--- config.mk ---
export PLATFORM = sky130hd
export DESIGN_NAME = rws_reset_wake_status
export DESIGN_NICKNAME = d
export VERILOG_FILES = /design/src/rtl/rws_pkg.sv /design/src/rtl/rws_reset_wake_status.sv
export VERILOG_INCLUDE_DIRS = /design/src /design/src/rtl
export SDC_FILE = /design/constraint.sdc
export NUM_CORES = 1
export LEC_CHECK = 0
export BUFFER_PORTS_ARGS = -buffer_cell sky130_fd_sc_hd__buf_4
export CORE_ASPECT_RATIO = 0.75
export CORE_MARGIN = 1.5
export CORE_UTILIZATION = 50
export DETAILED_ROUTE_END_ITERATION = 10
export GPL_TIMING_DRIVEN = 0
export PLACE_DENSITY = 0.84
export SETUP_SLACK_MARGIN = 0.2
export SLEW_MARGIN = 20
export SYNTH_ARGS = -nofsm -noshare
export SYNTH_HDL_FRONTEND = slang
export SYNTH_SLANG_ARGS = --single-unit
--- constraint.sdc ---
create_clock -name sys_clk -period 3.7 [get_ports sys_clk]
set_input_delay 1.11 -clock sys_clk [delete_from_list [all_inputs] [get_ports sys_clk]]
set_output_delay 1.11 -clock sys_clk [all_outputs]
set_load 0.01 [all_outputs]
--- src/rtl/rws_map.svh ---
// Address map, field positions, reset values and timing counts of the reset and wake status block
`ifndef RWS_MAP_SVH
`define RWS_MAP_SVH

// ----------------------------------------
// Register byte addresses
// ----------------------------------------
`define RWS_STATUS_ADDR 32'h80001020
`define RWS_IRQ_STAT_ADDR 32'h80001040
`define RWS_IRQ_CLR_ADDR 32'h80001044
`define RWS_IRQ_EN_ADDR 32'h80001048

// ----------------------------------------
// Field positions in the status register
// ----------------------------------------
`define RWS_POR_BIT 0
`define RWS_PLL_LO_BIT 1
`define RWS_WAKE_BIT 4
`define RWS_RING_BIT 5
`define RWS_RTC_BIT 6
`define RWS_PFAIL_BIT 7
`define RWS_WARM_BIT 8
`define RWS_WDT_BIT 9
`define RWS_SYNC_BIT 10
`define RWS_EN_LO_BIT 11
`define RWS_EN_HI_BIT 15
`define RWS_WARM_TRIG_BIT 16

// ----------------------------------------
// Reset values
// ----------------------------------------
`define RWS_FLAGS_RST 11'h001
`define RWS_EN_RST 5'h00

// ----------------------------------------
// Timing
// ----------------------------------------
`define RWS_CLK_PERIOD_NS 4
`define RWS_WARM_PULSE_NS 64
`define RWS_WARM_PULSE_CYC ((`RWS_WARM_PULSE_NS + `RWS_CLK_PERIOD_NS - 1) / `RWS_CLK_PERIOD_NS)

`endif

--- src/rtl/rws_pkg.sv ---
// Types of the reset and wake status block
package rws_pkg;

  // ----------------------------------------
  // Vector types
  // ----------------------------------------
  typedef logic [10:0] rws_flags_t;
  typedef logic [4:0] rws_irq_t;
  typedef logic [4:0] rws_cnt_t;

endpackage : rws_pkg

--- src/rtl/rws_reset_wake_status.sv ---
// Reset and wake status register with APB access, warm reset trigger and wake interrupt
//
// Function
// Event flags stay set until software clears them
// Software reads status after every reset exit
// Writing one to bit 16 asserts warm reset
// Bit 15 enables the sync interrupt
// Bit 14 enables the adapter-fail interrupt
// Bit 13 enables the clock wake interrupt
// Bit 12 enables the ring indicate interrupt
// Bit 11 enables the wake key interrupt
// Enable one passes event, zero masks it
// Interrupt is a level while enabled flag set
// Bit 10 reads the captured sync event
// Writing one to bit 10 clears sync flag
// Bit 9 records a watchdog warm reset
// Writing one to bit 9 clears watchdog flag
// Bits 8 to 0 are sticky clearable flags
// Five wake sources merge into one interrupt
// Set beats clear; bits 31 to 17 read zero
`include "rws_map.svh"

module rws_reset_wake_status
  import rws_pkg::*;
(
  input wire logic sys_clk,
  input wire logic rst_n,
  input wire logic psel,
  input wire logic penable,
  input wire logic pwrite,
  input wire logic [31:0] paddr,
  input wire logic [31:0] pwdata,
  input wire logic [3:0] pstrb,
  output logic [31:0] prdata,
  output logic pready,
  output logic pslverr,
  input wire logic porEvent,
  input wire logic [2:0] pllUnlockEvent,
  input wire logic wakeKeyEvent,
  input wire logic ringIndicateEvent,
  input wire logic rtcWakeEvent,
  input wire logic adapterGoodIn,
  input wire logic warmResetEvent,
  input wire logic watchdogResetEvent,
  input wire logic syncEvent,
  output logic warmResetOutN,
  output logic pmuIrq
);

  // ----------------------------------------
  // Helper functions
  // ----------------------------------------
  function automatic logic [31:0] byteMask(input logic [3:0] strb);
    logic [31:0] m;
    m = 32'h00000000;
    for (int b = 0; b < 4; b++) begin
      m[b*8 +: 8] = {8{strb[b]}};
    end
    return m;
  endfunction : byteMask

  // Picks the five wake sources out of the flag vector in enable order
  function automatic rws_irq_t irqSources(input rws_flags_t f);
    return {f[`RWS_SYNC_BIT], f[`RWS_PFAIL_BIT], f[`RWS_RTC_BIT],
            f[`RWS_RING_BIT], f[`RWS_WAKE_BIT]};
  endfunction : irqSources

  // Spreads a wake-source vector back onto flag positions
  function automatic rws_flags_t irqToFlags(input rws_irq_t v);
    rws_flags_t f;
    f = 11'h000;
    f[`RWS_WAKE_BIT] = v[0];
    f[`RWS_RING_BIT] = v[1];
    f[`RWS_RTC_BIT] = v[2];
    f[`RWS_PFAIL_BIT] = v[3];
    f[`RWS_SYNC_BIT] = v[4];
    return f;
  endfunction : irqToFlags

  // ----------------------------------------
  // Declarations
  // ----------------------------------------
  rws_flags_t evRaw;
  rws_flags_t evSync1Ff;
  rws_flags_t evSync2Ff;
  rws_flags_t flagsFf;
  rws_flags_t nxt_flagsFf;
  rws_flags_t clrMask;
  rws_irq_t enFf;
  rws_irq_t nxt_enFf;
  rws_cnt_t warmCntFf;
  rws_cnt_t warmLowCntFf;
  logic warmResetOutNFf;
  logic irqFf;
  logic [31:0] prdataFf;
  logic [31:0] wMask;
  logic [31:0] strbMask;
  logic setupRd;
  logic accWr;
  logic hitStatus;
  logic hitIrqStat;
  logic hitIrqClr;
  logic hitIrqEn;
  logic mapped;
  logic wrStatus;
  logic wrIrqClr;
  logic wrIrqEn;
  logic warmTrig;

  // ----------------------------------------
  // Event synchroniser
  // ----------------------------------------
  assign evRaw = {syncEvent, watchdogResetEvent, warmResetEvent, ~adapterGoodIn,
                  rtcWakeEvent, ringIndicateEvent, wakeKeyEvent, pllUnlockEvent, porEvent};

  always_ff @(posedge sys_clk or negedge rst_n) begin
    if (!rst_n) begin
      evSync1Ff <= 11'h000;
      evSync2Ff <= 11'h000;
    end else begin
      evSync1Ff <= evRaw;
      evSync2Ff <= evSync1Ff;
    end
  end

  // ----------------------------------------
  // APB decode
  // ----------------------------------------
  assign hitStatus = (paddr == `RWS_STATUS_ADDR);
  assign hitIrqStat = (paddr == `RWS_IRQ_STAT_ADDR);
  assign hitIrqClr = (paddr == `RWS_IRQ_CLR_ADDR);
  assign hitIrqEn = (paddr == `RWS_IRQ_EN_ADDR);
  assign mapped = hitStatus | hitIrqStat | hitIrqClr | hitIrqEn;
  assign setupRd = psel & ~penable & ~pwrite;
  assign accWr = psel & penable & pwrite & mapped;
  assign strbMask = byteMask(pstrb);
  assign wMask = pwdata & strbMask;
  assign wrStatus = accWr & hitStatus;
  assign wrIrqClr = accWr & hitIrqClr;
  assign wrIrqEn = accWr & hitIrqEn;
  assign pready = 1'b1;
  assign pslverr = psel & penable & ~mapped;

  // ----------------------------------------
  // Sticky event flags
  // ----------------------------------------
  always_comb begin
    clrMask = 11'h000;
    if (wrStatus) begin
      clrMask = wMask[`RWS_SYNC_BIT:`RWS_POR_BIT];
    end else if (wrIrqClr) begin
      clrMask = irqToFlags(wMask[4:0]);
    end
    nxt_flagsFf = (flagsFf & ~clrMask) | evSync2Ff;
  end

  always_ff @(posedge sys_clk or negedge rst_n) begin
    if (!rst_n) begin
      flagsFf <= `RWS_FLAGS_RST;
    end else begin
      flagsFf <= nxt_flagsFf;
    end
  end

  // ----------------------------------------
  // Interrupt enables
  // ----------------------------------------
  always_comb begin
    nxt_enFf = enFf;
    if (wrStatus) begin
      nxt_enFf = (enFf & ~strbMask[`RWS_EN_HI_BIT:`RWS_EN_LO_BIT]) |
                 wMask[`RWS_EN_HI_BIT:`RWS_EN_LO_BIT];
    end else if (wrIrqEn) begin
      nxt_enFf = (enFf & ~strbMask[4:0]) | wMask[4:0];
    end
  end

  always_ff @(posedge sys_clk or negedge rst_n) begin
    if (!rst_n) begin
      enFf <= `RWS_EN_RST;
    end else begin
      enFf <= nxt_enFf;
    end
  end

  // ----------------------------------------
  // Interrupt output
  // ----------------------------------------
  always_ff @(posedge sys_clk or negedge rst_n) begin
    if (!rst_n) begin
      irqFf <= 1'b0;
    end else begin
      irqFf <= |(irqSources(nxt_flagsFf) & nxt_enFf);
    end
  end

  assign pmuIrq = irqFf;

  // ----------------------------------------
  // Warm reset trigger
  // ----------------------------------------
  assign warmTrig = wrStatus & wMask[`RWS_WARM_TRIG_BIT];

  always_ff @(posedge sys_clk or negedge rst_n) begin
    if (!rst_n) begin
      warmCntFf <= 5'h00;
      warmResetOutNFf <= 1'b1;
    end else if (warmTrig) begin
      warmCntFf <= rws_cnt_t'(`RWS_WARM_PULSE_CYC - 1);
      warmResetOutNFf <= 1'b0;
    end else if (warmCntFf != 5'h00) begin
      warmCntFf <= warmCntFf - 5'h01;
    end else begin
      warmResetOutNFf <= 1'b1;
    end
  end

  assign warmResetOutN = warmResetOutNFf;

  // Low-time counter, restarted by every trigger
  always_ff @(posedge sys_clk or negedge rst_n) begin
    if (!rst_n) begin
      warmLowCntFf <= 5'h00;
    end else if (warmTrig) begin
      warmLowCntFf <= 5'h00;
    end else if (!warmResetOutNFf && warmLowCntFf != 5'h1F) begin
      warmLowCntFf <= warmLowCntFf + 5'h01;
    end
  end

  // ----------------------------------------
  // Read data
  // ----------------------------------------
  always_ff @(posedge sys_clk or negedge rst_n) begin
    if (!rst_n) begin
      prdataFf <= 32'h00000000;
    end else if (setupRd) begin
      if (hitStatus) begin
        prdataFf <= {15'h0000, 1'b0, enFf, flagsFf};
      end else if (hitIrqStat) begin
        prdataFf <= {27'h0000000, irqSources(flagsFf)};
      end else if (hitIrqEn) begin
        prdataFf <= {27'h0000000, enFf};
      end else begin
        prdataFf <= 32'h00000000;
      end
    end
  end

  assign prdata = prdataFf;

  // ----------------------------------------
  // Assertions
  // ----------------------------------------
  sticky_hold_a: assert property (@(posedge sys_clk) disable iff (!rst_n)
    1 |=> (($past(flagsFf) & ~$past(clrMask) & ~flagsFf) == 11'h000))
    else $error("sticky flag dropped without a clear");

  event_set_a: assert property (@(posedge sys_clk) disable iff (!rst_n)
    1 |=> (($past(evSync2Ff) & ~flagsFf) == 11'h000))
    else $error("event did not set its flag");

  flag_clear_a: assert property (@(posedge sys_clk) disable iff (!rst_n)
    (wrStatus && wMask[`RWS_SYNC_BIT] && !evSync2Ff[`RWS_SYNC_BIT])
    |=> !flagsFf[`RWS_SYNC_BIT])
    else $error("sync flag not cleared by write of one");

  wdt_clear_a: assert property (@(posedge sys_clk) disable iff (!rst_n)
    (wrStatus && !wMask[`RWS_WDT_BIT] && flagsFf[`RWS_WDT_BIT])
    |=> flagsFf[`RWS_WDT_BIT])
    else $error("watchdog flag cleared by write of zero");

  warm_pulse_a: assert property (@(posedge sys_clk) disable iff (!rst_n)
    warmTrig |=> !warmResetOutN [*8] ##1 !warmResetOutN [*8] ##1 warmResetOutN)
    else $error("warm reset pulse wrong");

  warm_zero_a: assert property (@(posedge sys_clk) disable iff (!rst_n)
    (wrStatus && !wMask[`RWS_WARM_TRIG_BIT] && warmResetOutN && warmCntFf == 5'h00)
    |=> warmResetOutN)
    else $error("warm reset asserted by write of zero");

  enable_write_a: assert property (@(posedge sys_clk) disable iff (!rst_n)
    (wrStatus && pstrb[1]) |=> (enFf == $past(pwdata[`RWS_EN_HI_BIT:`RWS_EN_LO_BIT])))
    else $error("enable bits not written");

  irq_level_a: assert property (@(posedge sys_clk) disable iff (!rst_n)
    (|(irqSources(flagsFf) & enFf)) |-> pmuIrq)
    else $error("interrupt low while enabled flag set");

  irq_mask_a: assert property (@(posedge sys_clk) disable iff (!rst_n)
    ((irqSources(flagsFf) & enFf) == 5'h00) |-> !pmuIrq)
    else $error("masked event raised interrupt");

  sync_read_a: assert property (@(posedge sys_clk) disable iff (!rst_n)
    (setupRd && hitStatus) |=> (prdata[`RWS_SYNC_BIT] == $past(flagsFf[`RWS_SYNC_BIT])))
    else $error("sync flag read wrong");

  reserved_zero_a: assert property (@(posedge sys_clk) disable iff (!rst_n)
    (setupRd && hitStatus) |=> (prdata[31:16] == 16'h0000))
    else $error("reserved bits read nonzero");

  unmapped_err_a: assert property (@(posedge sys_clk) disable iff (!rst_n)
    (psel && penable && !mapped) |-> (pslverr && pready))
    else $error("unmapped access without error");

  warm_length_a: assert property (@(posedge sys_clk) disable iff (!rst_n)
    $rose(warmResetOutN) |-> (warmLowCntFf == rws_cnt_t'(`RWS_WARM_PULSE_CYC)))
    else $error("warm reset pulse length wrong");

  en_sync_a: assert property (@(posedge sys_clk) disable iff (!rst_n)
    (wrStatus && pstrb[1]) |=> (enFf[4] == $past(pwdata[`RWS_EN_LO_BIT + 4])))
    else $error("sync enable not written");

  en_adapter_a: assert property (@(posedge sys_clk) disable iff (!rst_n)
    (wrStatus && pstrb[1]) |=> (enFf[3] == $past(pwdata[`RWS_EN_LO_BIT + 3])))
    else $error("adapter enable not written");

  en_rtc_a: assert property (@(posedge sys_clk) disable iff (!rst_n)
    (wrStatus && pstrb[1]) |=> (enFf[2] == $past(pwdata[`RWS_EN_LO_BIT + 2])))
    else $error("clock wake enable not written");

  en_ring_a: assert property (@(posedge sys_clk) disable iff (!rst_n)
    (wrStatus && pstrb[1]) |=> (enFf[1] == $past(pwdata[`RWS_EN_LO_BIT + 1])))
    else $error("ring enable not written");

  en_wake_a: assert property (@(posedge sys_clk) disable iff (!rst_n)
    (wrStatus && pstrb[1]) |=> (enFf[0] == $past(pwdata[`RWS_EN_LO_BIT])))
    else $error("wake key enable not written");

  irq_en_wr_a: assert property (@(posedge sys_clk) disable iff (!rst_n)
    (wrIrqEn && pstrb[0]) |=> (enFf == $past(pwdata[4:0])))
    else $error("enable alias not written");

  wdt_set_a: assert property (@(posedge sys_clk) disable iff (!rst_n)
    evSync2Ff[`RWS_WDT_BIT] |=> flagsFf[`RWS_WDT_BIT])
    else $error("watchdog flag not set");

  w1c_clear_a: assert property (@(posedge sys_clk) disable iff (!rst_n)
    wrStatus |=> ((flagsFf & $past(wMask[`RWS_SYNC_BIT:`RWS_POR_BIT]) &
                   ~$past(evSync2Ff)) == 11'h000))
    else $error("flag not cleared by write of one");

  irq_clear_a: assert property (@(posedge sys_clk) disable iff (!rst_n)
    wrIrqClr |=> ((irqSources(flagsFf) & $past(wMask[4:0]) &
                   ~irqSources($past(evSync2Ff))) == 5'h00))
    else $error("wake source not cleared");

endmodule : rws_reset_wake_status

==> impl_results.md, run 1 <==
* Status: finished, final reports clean
* Power Density at 371 mW/mm^2
* CTS Root Cell: clkbuf_8
* Max Cap Viol at 0
* Worst EP arrival at 2.14 ns
* Overall via count from detail_route at 2,262
* IO Pins at 120
* Largest net degree at the start of global routing at 62
* Pre-CTS setup slack at 0.171 ns
* First-pass GRT wire length at 9.71 mm
* Pins Over Slew Limit at 0
* Final Instance Area at 0.00365 sq mm
* Die area at 0.00582 sq mm
* Cell internal pwr at 1.04 mW
* Hold Startpoint: evSync1Ff[7]$_DFF_PN0_
* Fin cells at 436
* Skew final at 0.00662 ns
* Avg WL per Cell at 14.3 um
* Crit end category: primary output
* GRT Overall Usage at 22.9%
* Core area at 0.00504 sq mm
* GPL Wtd Cong at 0.898
* Diode count at 0
* Area contributors post-synth: dfrtp_1, nand2_1, buf_4, nand3_1, nor4_2
* Worst Reg-to-Reg Cells at 5
* Post-synth EDFFs at 0
* Top-area cell type share of the netlist area at 55.0%
* Post-CTS setup buffers at 0
* CTS sink cnt at 61
* Initial DRC Count at 163
* Final hold violations at 0
* Unrepaired setup endpoints after global routing: false
* Worst R2R Start: warmCntFf[0]$_DFFE_PN0P_
* Syn_area_per_cell at 10.8 sq um
* Clock-pin slew on the worst setup and hold paths at 0.06 ns
* Synth unique cells at 47
* Power share of the sequential group at 51.5%
* Initial core utilization at 53.3%
* Worst vdd ir at 0.357 mV
* Worst min path class: flop to flop
* Final setup violating endpoints at 0
* Crit path max fanout at 6
* Post-route minimum period at 3.25 ns
* HPWL after DPL at 4.70 mm
* Most frequent cell after synthesis: dfrtp_1
* CTS tree: built
* Fin crit share at 88.0%
* Total grt overflow at 0
* Initial antenna violation count at 0
* Design Power at 1.35 mW
* WS Path Type: input port to primary output
* Clock power share at 37.7%
* Synth Instances at 248
* Drt pass-1 iters at 4
* Final net count at 445
* Area leader, netlist: dfrtp_1
* Synth Flop Type: dfrtp_1
* Skew-Pair Late Insertion Delay at 0.33 ns
* TritonCTS Buffers at 9
* Placed instance area at 0.00347 sq mm
* Worst endpoint required time at 2.59 ns
* R2R Setup Slk at 2.40 ns
* Fin util at 72.4%
* Reg-to-Reg End: warmCntFf[1]$_DFFE_PN0P_
* Num rows at 22
* Antenna viol nets, final at 0
* # H-tree levels at 3
* Worst setup path end: pslverr
* Post-synth top cells: dfrtp_1, nand2_1, nand3_1, buf_4, nor2_1
* Combinational power share at 10.8%
* Slew margin rel. at 46.4%
* Placed instance count at 420
* Kind of start point of the critical path: input port
* Achievable clock frequency at 307 MHz
* Vias in the first global route at 2,137
* Synth Cell Area at 0.00268 sq mm
* Area grow syn2layout at 35.9%
* Psw at 0.308 mW
* Vias/cell at 5.19
* IO Port Bufs at 85
* Max clock buf depth at 2
* Sequential area share after synthesis at 57.0%
* Hold slack at 0.343 ns
* TNS Setup at 0 ns
* Drt drc at 0
* Share of cells above drive strength 1 at 38.7%
* Synth warnings at 0
* Critical Path Source: paddr[4]
* Synth Register Bits at 61
* Die height at 66.5 um
* Die X at 87.6 um
* Worst Setup Slack, final at 0.445 ns
* Lkg Pwr at 1.76 nW
* WL final at 6.22 mm
* Worst-margin pin slew at 0.803 ns
* Sw Ratio at 22.8%
* Ys async rst share at 100%
routing by layer:
metal | vias up | wire, um | share of wire (%) | track usage (%)
met4 | 0 | 112 | 1.8 | 9.52
met1 | 1055 | 2460 | 40 | 28.4
met5 | - | 0 | 0 | 0
li1 | 1063 | - | - | -
met3 | 15 | 610 | 9.8 | 7.43
met2 | 129 | 3030 | 49 | 37.1
critical path: stages:
cell and delay [ns]:
buf_4 0.11, nor4_1 0.29, nand3_1 0.26, nor2_1 0.16
a21oi_1 0.08, buf_4 0.14
cells in the final DEF (no fill, tap or decap), types with 2 or more instances in the layout:
master / n
a31oi_1: 2
inv_1: 8
clkinv_2: 3
nor4_2: 5
nor3_1: 3
dfrtp_1: 59
nor2_1: 14
o21a_1: 3
a21oi_1: 2
or4_1: 2
dfstp_2: 2
nand3_1: 20
nand4_1: 3
o211ai_1: 4
a31o_2: 3
a221oi_1: 5
nor4_1: 2
clkbuf_1: 5
a21o_1: 6
nor3b_1: 2
conb_1: 17
xor2_1: 2
xnor2_1: 2
mux2_2: 5
clkbuf_8: 11
and3_1: 2
buf_4: 102
ha_1: 2
o22a_1: 3
nand2_1: 44
power by group through the flow:
stage          Combinational, mW  Sequential, mW  Clock (mW)
2_1_floorplan             0.0477           0.711           0
3_3_place_gp               0.144           0.708           0
3_5_place_dp               0.146           0.708           0
4_1_cts                    0.147           0.696       0.524
5_1_grt                    0.160           0.698       0.557
6_report                   0.146           0.696       0.510
state kept, by name (all words and copies together) (netlist names):
name,count
prdata,16
evSync1Ff,11
evSync2Ff,11
flagsFf,11
enFf,5
warmCntFf,5
pmuIrq,1
warmResetOutN,1
kinds of logic (layout without fill, tap and decap cells):
| group | after synthesis | after routing | share of synthesized area (%) |
|---|---|---|---|
| multiplexers | 5 | 5 | 2.10 |
| other | 2 | 17 | 0.280 |
| XOR/XNOR | 4 | 4 | 1.31 |
| buffers and inverters | 32 | 133 | 6.90 |
| flip-flops | 61 | 61 | 57.0 |
| AND/OR/NAND/NOR | 109 | 109 | 21.4 |
| AO/OA/AOI/OAI | 33 | 33 | 10.2 |
| adder cells (fa/ha/maj) | 2 | 2 | 0.932 |
worst min-delay path by stage:
stage	depth (start not counted)	slack (ns)	end
5_1_grt	0	0.35	evSync2Ff[5]$_DFF_PN0_
2_1_floorplan	0	0.33	evSync2Ff[0]$_DFF_PN0_
3_3_place_gp	0	0.33	evSync2Ff[1]$_DFF_PN0_
4_1_cts	0	0.35	evSync2Ff[7]$_DFF_PN0_
6_report	0	0.34	evSync2Ff[7]$_DFF_PN0_
3_5_place_dp	0	0.34	evSync2Ff[1]$_DFF_PN0_
final cells by class:
class	count	area [sq um]
Clock inverter	4	22.5
Fill cell	394	1390
Buffer	24	156
Tap cell	72	90.1
Sequential cell	61	1530
Inverter	8	30.0
Multi-Input combinational cell	170	1030
Clock buffer	12	155
Timing Repair Buffer	85	638
timing repair:
| action | 4_1_cts | 5_1_grt |
|---|---|---|
| setup endpoints to repair | 0 | 1 |
| gates resized for setup | 0 | 2 |
| hold buffers | 0 | 0 |
Power figures use the tool's default switching activity.
==> run 2: changes to the inputs <==
RECOVER_POWER = 25   (was unset)
SLEW_MARGIN = 10   (was 20)
==> impl_results.md, run 2 (synthesis results as in run 1) <==
* Initial antenna violation count at 0 (unchanged)
* Diode count at 0 (unchanged)
* Final hold violations at 0 (unchanged)
* Power Density at 370 mW/mm^2 (was 371 mW/mm^2)
* Antenna viol nets, final at 0 (unchanged)
* CTS tree: built (unchanged)
* Achievable clock frequency at 307 MHz (about the same)
* Worst endpoint required time at 3.90 ns (was 2.59 ns)
* Bufs and invs on worst path at 2 (unchanged)
* Die X at 87.6 um (unchanged)
* Post-CTS Hold Fix Bufs at 0 (unchanged)
* GRT Overall Usage at 22.9% (unchanged)
* Lkg Pwr at 1.76 nW (about the same)
* TritonCTS Buffers at 9 (unchanged)
* First-pass GRT wire length at 9.71 mm (unchanged)
* Drt drc at 0 (unchanged)
* TNS Setup at 0 ns (unchanged)
* Worst EP arrival at 3.46 ns (was 2.14 ns)
* Vias in the first global route at 2,137 (unchanged)
* Core area at 0.00504 sq mm (unchanged)
* Most common cell after layout, fill and taps aside: buf_4 (unchanged)
* Final net count at 445 (unchanged)
* Share of cells above drive strength 1 at 38.7% (unchanged)
* Kind of start point of the critical path: input port (unchanged)
* Avg WL per Cell at 14.2 um (was 14.3 um)
* Pins Over Slew Limit at 0 (unchanged)
* Final Instance Area at 0.00364 sq mm (was 0.00365 sq mm)
* Most frequent CP cell: nor4_2 (was buf_4)
* Worst-margin pin slew at 1.42 ns (was 0.803 ns)
* Clock-pin slew on the worst setup and hold paths at 0.06 ns (about the same)
* Num rows at 22 (unchanged)
* Max Cap Viol at 0 (unchanged)
* Total grt overflow at 0 (unchanged)
* # H-tree levels at 3 (unchanged)
* CTS Root Cell: clkbuf_8 (unchanged)
* IO Pins at 120 (unchanged)
* Post-route minimum period at 3.26 ns (was 3.25 ns)
* IO Port Bufs at 85 (unchanged)
* Initial core utilization at 53.3% (unchanged)
* Max clock buf depth at 2 (unchanged)
* Placed instance area at 0.00347 sq mm (unchanged)
* Crit path max fanout at 10 (was 6)
* Fill cells at 395 (was 394)
* WL final at 6.21 mm (was 6.22 mm)
* Worst vdd ir at 0.356 mV (was 0.357 mV)
* Unrepaired setup endpoints after global routing: false (unchanged)
* Initial DRC Count at 163 (unchanged)
* Largest net degree at the start of global routing at 62 (unchanged)
* CTS sink cnt at 61 (unchanged)
* Final setup violating endpoints at 0 (unchanged)
* WS Path Type: input port to flop (was input port to primary output)
* R2R Setup Slk at 2.40 ns (about the same)
* Die height at 66.5 um (unchanged)
* Worst min path class: flop to flop (unchanged)
* Slowest cell delay on critical path at 0.69 ns (was 0.29 ns)
* Fin crit share at 88.1% (was 88.0%)
* Skew-Pair Late Insertion Delay at 0.33 ns (about the same)
* Crit-path slowest cell: nor4_2 (was nor4_1)
* Drt pass-1 iters at 5 (was 4)
* Crit-path cells: buf_4 -> nor4_2 -> nand4_2 -> nor4_2 -> buf_2 -> nand3_1 -> a31oi_1 -> o32a_1 -> nand4_1 (was buf_4 -> nor4_1 -> nand3_1 -> nor2_1 -> a21oi_1 -> buf_4)
* Overall via count from detail_route at 2,260 (was 2,262)
* Slew margin rel. at 5.43% (was 46.4%)
* HPWL after DPL at 4.70 mm (unchanged)
* Vias/cell at 5.18 (was 5.19)
* GPL Wtd Cong at 0.898 (unchanged)
* Max reg flops at 16 (unchanged)
* CP top delay family: simple AND/OR/NAND/NOR gates (unchanged)
* Area grow syn2layout at 35.8% (was 35.9%)
* Crit end category: flop (was primary output)
* Commonest cells after routing, fill and taps aside: buf_4, dfrtp_1, nand2_1 (unchanged)
* Status: finished, final reports clean (unchanged)
* Die area at 0.00582 sq mm (unchanged)
* Skew final at 0.00651 ns (was 0.00662 ns)
[run 2: worst paths after layout]
path / cells past startpoint / from / endpoint
worst min register to register: 0 / evSync1Ff[7]$_DFF_PN0_ / evSync2Ff[7]$_DFF_PN0_
worst min-delay path: 0 / evSync1Ff[7]$_DFF_PN0_ / evSync2Ff[7]$_DFF_PN0_
max in group asynchronous: 1 / rst_n / prdata[4]$_DFFE_PN0P_
worst max-delay path: 9 / paddr[18] / pmuIrq$_DFF_PN0_
min in group asynchronous: 1 / rst_n / warmCntFf[1]$_DFFE_PN0P_
worst max register to register: 5 / warmCntFf[0]$_DFFE_PN0P_ / warmCntFf[1]$_DFFE_PN0P_
[run 2: metal layers]
| layer | GRT usage, % | part of all wire (%) |
|---|---|---|
| met3 | 7.43 | 9.9 |
| met1 | 28.4 | 39 |
| met2 | 37.1 | 49 |
| met4 | 9.52 | 1.8 |
| met5 | 0 | 0 |
[run 2: final cells by class]
type / count / area (sq um) / area share (%)
sequential: 61 / 1530 / 41.9
multi-input combinational: 170 / 1030 / 28.1
timing repair buffer: 85 / 636 / 17.4
buffer: 24 / 156 / 4.29
clock buffer: 12 / 155 / 4.26
tap: 72 / 90.1 / 2.47
inverter: 8 / 30.0 / 0.824
clock inverter: 4 / 22.5 / 0.618
[run 2: metrics by stage]
| step | hold WS, ns | setup slack, ns | std cells | total power [mW] | utilization [%] |
|---|---|---|---|---|---|
| after global placement | 0.332 | 0.190 | 420 | 0.852 | 68.9 |
| after global routing | 0.353 | 0.261 | 436 | 1.41 | 72.4 |
| after CTS | 0.347 | 0.284 | 436 | 1.37 | 72.4 |
| after floorplan | 0.331 | 0.468 | 263 | 0.758 | - |
| final | 0.344 | 0.442 | 436 | 1.35 | 72.4 |
| after detailed placement | 0.336 | 0.171 | 420 | 0.854 | 68.9 |
[run 2: worst register-to-register path, cell delays in order (launching register included)]
cell and delay, ns:
dfrtp_1 0.41, inv_1 0.10, ha_1 0.16, nand3b_1 0.22, o21ai_0 0.22, nand2_1 0.07
[run 2: repair_timing]
action / 4_1_cts / 5_1_grt
resized for setup: 0 / 2
endpoints found under the setup margin: 0 / 1
setup buffers: 0 / 0
endpoints found under the hold margin: 0 / 0
[run 2: report_power, final]
group / total [mW] / switching [mW] / internal, mW
Clock: 0.509 / 0.233 / 0.276
Combinational: 0.145 / 0.0652 / 0.0799
Sequential: 0.696 / 0.00804 / 0.688
==> run 3: changes to the inputs <==
GPL_ROUTABILITY_DRIVEN = 0   (was unset)
clock period = 3.9 ns   (was 3.7 ns; I/O delays follow)
==> impl_results.md, run 3 (synthesis results as in run 1) <==
* Diode count at 0 (unchanged)
* IO Port Bufs at 85 (unchanged)
* Worst-margin pin slew at 1.42 ns (about the same)
* Slowest cell delay on critical path at 0.35 ns (was 0.69 ns)
* Worst endpoint required time at 2.73 ns (was 3.90 ns)
* # H-tree levels at 3 (unchanged)
* Initial antenna violation count at 0 (unchanged)
* Worst R2R Start: warmCntFf[0]$_DFFE_PN0P_ (unchanged)
* Skew final at 0.00663 ns (was 0.00651 ns)
* Unrepaired setup endpoints after global routing: false (unchanged)
* Achievable clock frequency at 282 MHz
* Initial DRC Count at 163 (unchanged)
* Initial core utilization at 53.3% (unchanged)
* Post-CTS Hold Fix Bufs at 0 (unchanged)
* Antenna viol nets, final at 0 (unchanged)
* Drt pass-1 iters at 5 (unchanged)
* Slew margin rel. at 5.33% (was 5.43%)
* Crit-path slowest cell: clkbuf_1 (was nor4_2)
* Hold Startpoint: evSync1Ff[7]$_DFF_PN0_ (unchanged)
* Final hold violations at 0 (unchanged)
* Design Power at 1.28 mW (was 1.35 mW)
* First-pass GRT wire length at 9.71 mm (unchanged)
* CTS tree: built (unchanged)
* R2R Setup Slk at 2.60 ns (was 2.40 ns)
* Worst vdd ir at 0.338 mV (was 0.356 mV)
* Clock-pin slew on the worst setup and hold paths at 0.06 ns (about the same)
* Core area at 0.00504 sq mm (unchanged)
* HPWL after DPL at 4.70 mm (unchanged)
* Num rows at 22 (unchanged)
* Final Instance Area at 0.00364 sq mm (about the same)
* Crit end category: primary output (was flop)
* Die X at 87.6 um (unchanged)
* Skew-Pair Late Insertion Delay at 0.33 ns (about the same)
* Max reg flops at 16 (unchanged)
* Vias in the first global route at 2,137 (unchanged)
* Vias/cell at 5.19 (was 5.18)
* Post-route minimum period at 3.55 ns
* Most frequent CP cell: a21oi_1 (was nor4_2)
* Hold path depth at 0 (unchanged)
* IO Pins at 120 (unchanged)
* Final net count at 445 (unchanged)
* Largest net degree at the start of global routing at 62 (unchanged)
* Die height at 66.5 um (unchanged)
* Fin util at 72.3% (was 72.4%)
* Post-CTS sizing at 0 (unchanged)
* TNS Setup at 0 ns (unchanged)
* Share of cells above drive strength 1 at 38.5% (was 38.7%)
* Hold Crit Endpoint: evSync2Ff[7]$_DFF_PN0_ (unchanged)
* Drt drc at 0 (unchanged)
* CTS Root Cell: clkbuf_8 (unchanged)
* GRT Overall Usage at 22.9% (unchanged)
* Most common cell after layout, fill and taps aside: buf_4 (unchanged)
* Power Density at 352 mW/mm^2 (was 370 mW/mm^2)
* Worst EP arrival at 2.38 ns (was 3.46 ns)
* Reg-to-Reg End: warmCntFf[1]$_DFFE_PN0P_ (unchanged)
* Worst Reg-to-Reg Cells at 5 (unchanged)
* Die area at 0.00582 sq mm (unchanged)
* Total grt overflow at 0 (unchanged)
* CTS sink cnt at 61 (unchanged)
* Pins Over Slew Limit at 0 (unchanged)
* Status: finished, final reports clean (unchanged)
* Overall via count from detail_route at 2,263 (was 2,260)
* Fin crit share at 90.9%
* Kind of start point of the critical path: input port (unchanged)
* Crit path max fanout at 9 (was 10)
* Post-CTS setup buffers at 0 (unchanged)
* TritonCTS Buffers at 9 (unchanged)
* Worst min path class: flop to flop (unchanged)
* Commonest cells after routing, fill and taps aside: buf_4, dfrtp_1, nand2_1 (unchanged)
* Max Cap Viol at 0 (unchanged)
* CP top delay family: simple AND/OR/NAND/NOR gates (unchanged)
* Lkg Pwr at 1.75 nW (was 1.76 nW)
* Final setup violating endpoints at 0 (unchanged)
* WL final at 6.22 mm (was 6.21 mm)
* Area grow syn2layout at 35.8% (about the same)
* Placed instance area at 0.00347 sq mm (unchanged)
* WS Path Type: input port to primary output (was input port to flop)
* Crit-path cells: clkbuf_1 -> nor2_1 -> nand2_1 -> a21oi_1 -> or2_2 -> a21oi_1 -> buf_4 (was buf_4 -> nor4_2 -> nand4_2 -> nor4_2 -> buf_2 -> nand3_1 -> a31oi_1 -> o32a_1 -> nand4_1)
* Max clock buf depth at 2 (unchanged)
* Bufs and invs on worst path at 2 (unchanged)
* Avg WL per Cell at 14.3 um (was 14.2 um)
[run 3: cell types whose count changed in the layout (fill, tap and decap cells not counted)]
cell and change:
clkbuf_1 +1, clkbuf_2 -1
[run 3: power by group]
part | total, mW | internal [mW] | switching (mW)
logic | 0.138 | 0.0756 | 0.0620
clock network | 0.484 | 0.262 | 0.222
registers | 0.660 | 0.653 | 0.00763
total | 1.28 | 0.990 | 0.292
[run 3: layout make-up]
| type | count | area [sq um] |
|---|---|---|
| Sequential cell | 61 | 1530 |
| Clock inverter | 4 | 22.5 |
| Tap cell | 72 | 90.1 |
| Timing Repair Buffer | 85 | 636 |
| Buffer | 24 | 155 |
| Fill cell | 396 | 1390 |
| Inverter | 8 | 30.0 |
| Multi-Input combinational cell | 170 | 1030 |
| Clock buffer | 12 | 155 |
[run 3: per-layer routing]
| layer | vias to the layer above | GRT usage [%] | wire length, um |
|---|---|---|---|
| met3 | 15 | 7.43 | 647 |
| met1 | 1054 | 28.4 | 2430 |
| met4 | 0 | 9.52 | 112 |
| met2 | 132 | 37.1 | 3030 |
| li1 | 1062 | - | - |
| met5 | - | 0 | 0 |
[run 3: worst reg2reg max path, delay by kind of cell, from the launching register on]
family	cells	cell delay [ns]
AND/OR/NAND/NOR	2	0.29
adder cells (fa/ha/maj)	1	0.16
buffers and inverters	1	0.10
flip-flops	1	0.41
AO/OA/AOI/OAI	1	0.22
[run 3: worst max path at each step]
stage / startpoint / end / slack, ns / cells after the start
CTS: paddr[3] / pslverr / 0.36 / 7
detailed placement: paddr[18] / pmuIrq$_DFF_PN0_ / 0.31 / 9
floorplan: paddr[3] / pslverr / 0.55 / 6
global placement: paddr[18] / pmuIrq$_DFF_PN0_ / 0.33 / 9
global route: paddr[3] / pslverr / 0.22 / 7
finish: paddr[3] / pslverr / 0.35 / 7
[run 3: stage by stage]
step           worst slack (ns)  std cells  hold WS (ns)
2_1_floorplan             0.548        263         0.331
3_3_place_gp              0.330        420         0.332
3_5_place_dp              0.311        420         0.336
4_1_cts                   0.364        436         0.347
5_1_grt                   0.221        436         0.353
6_report                  0.353        436         0.344
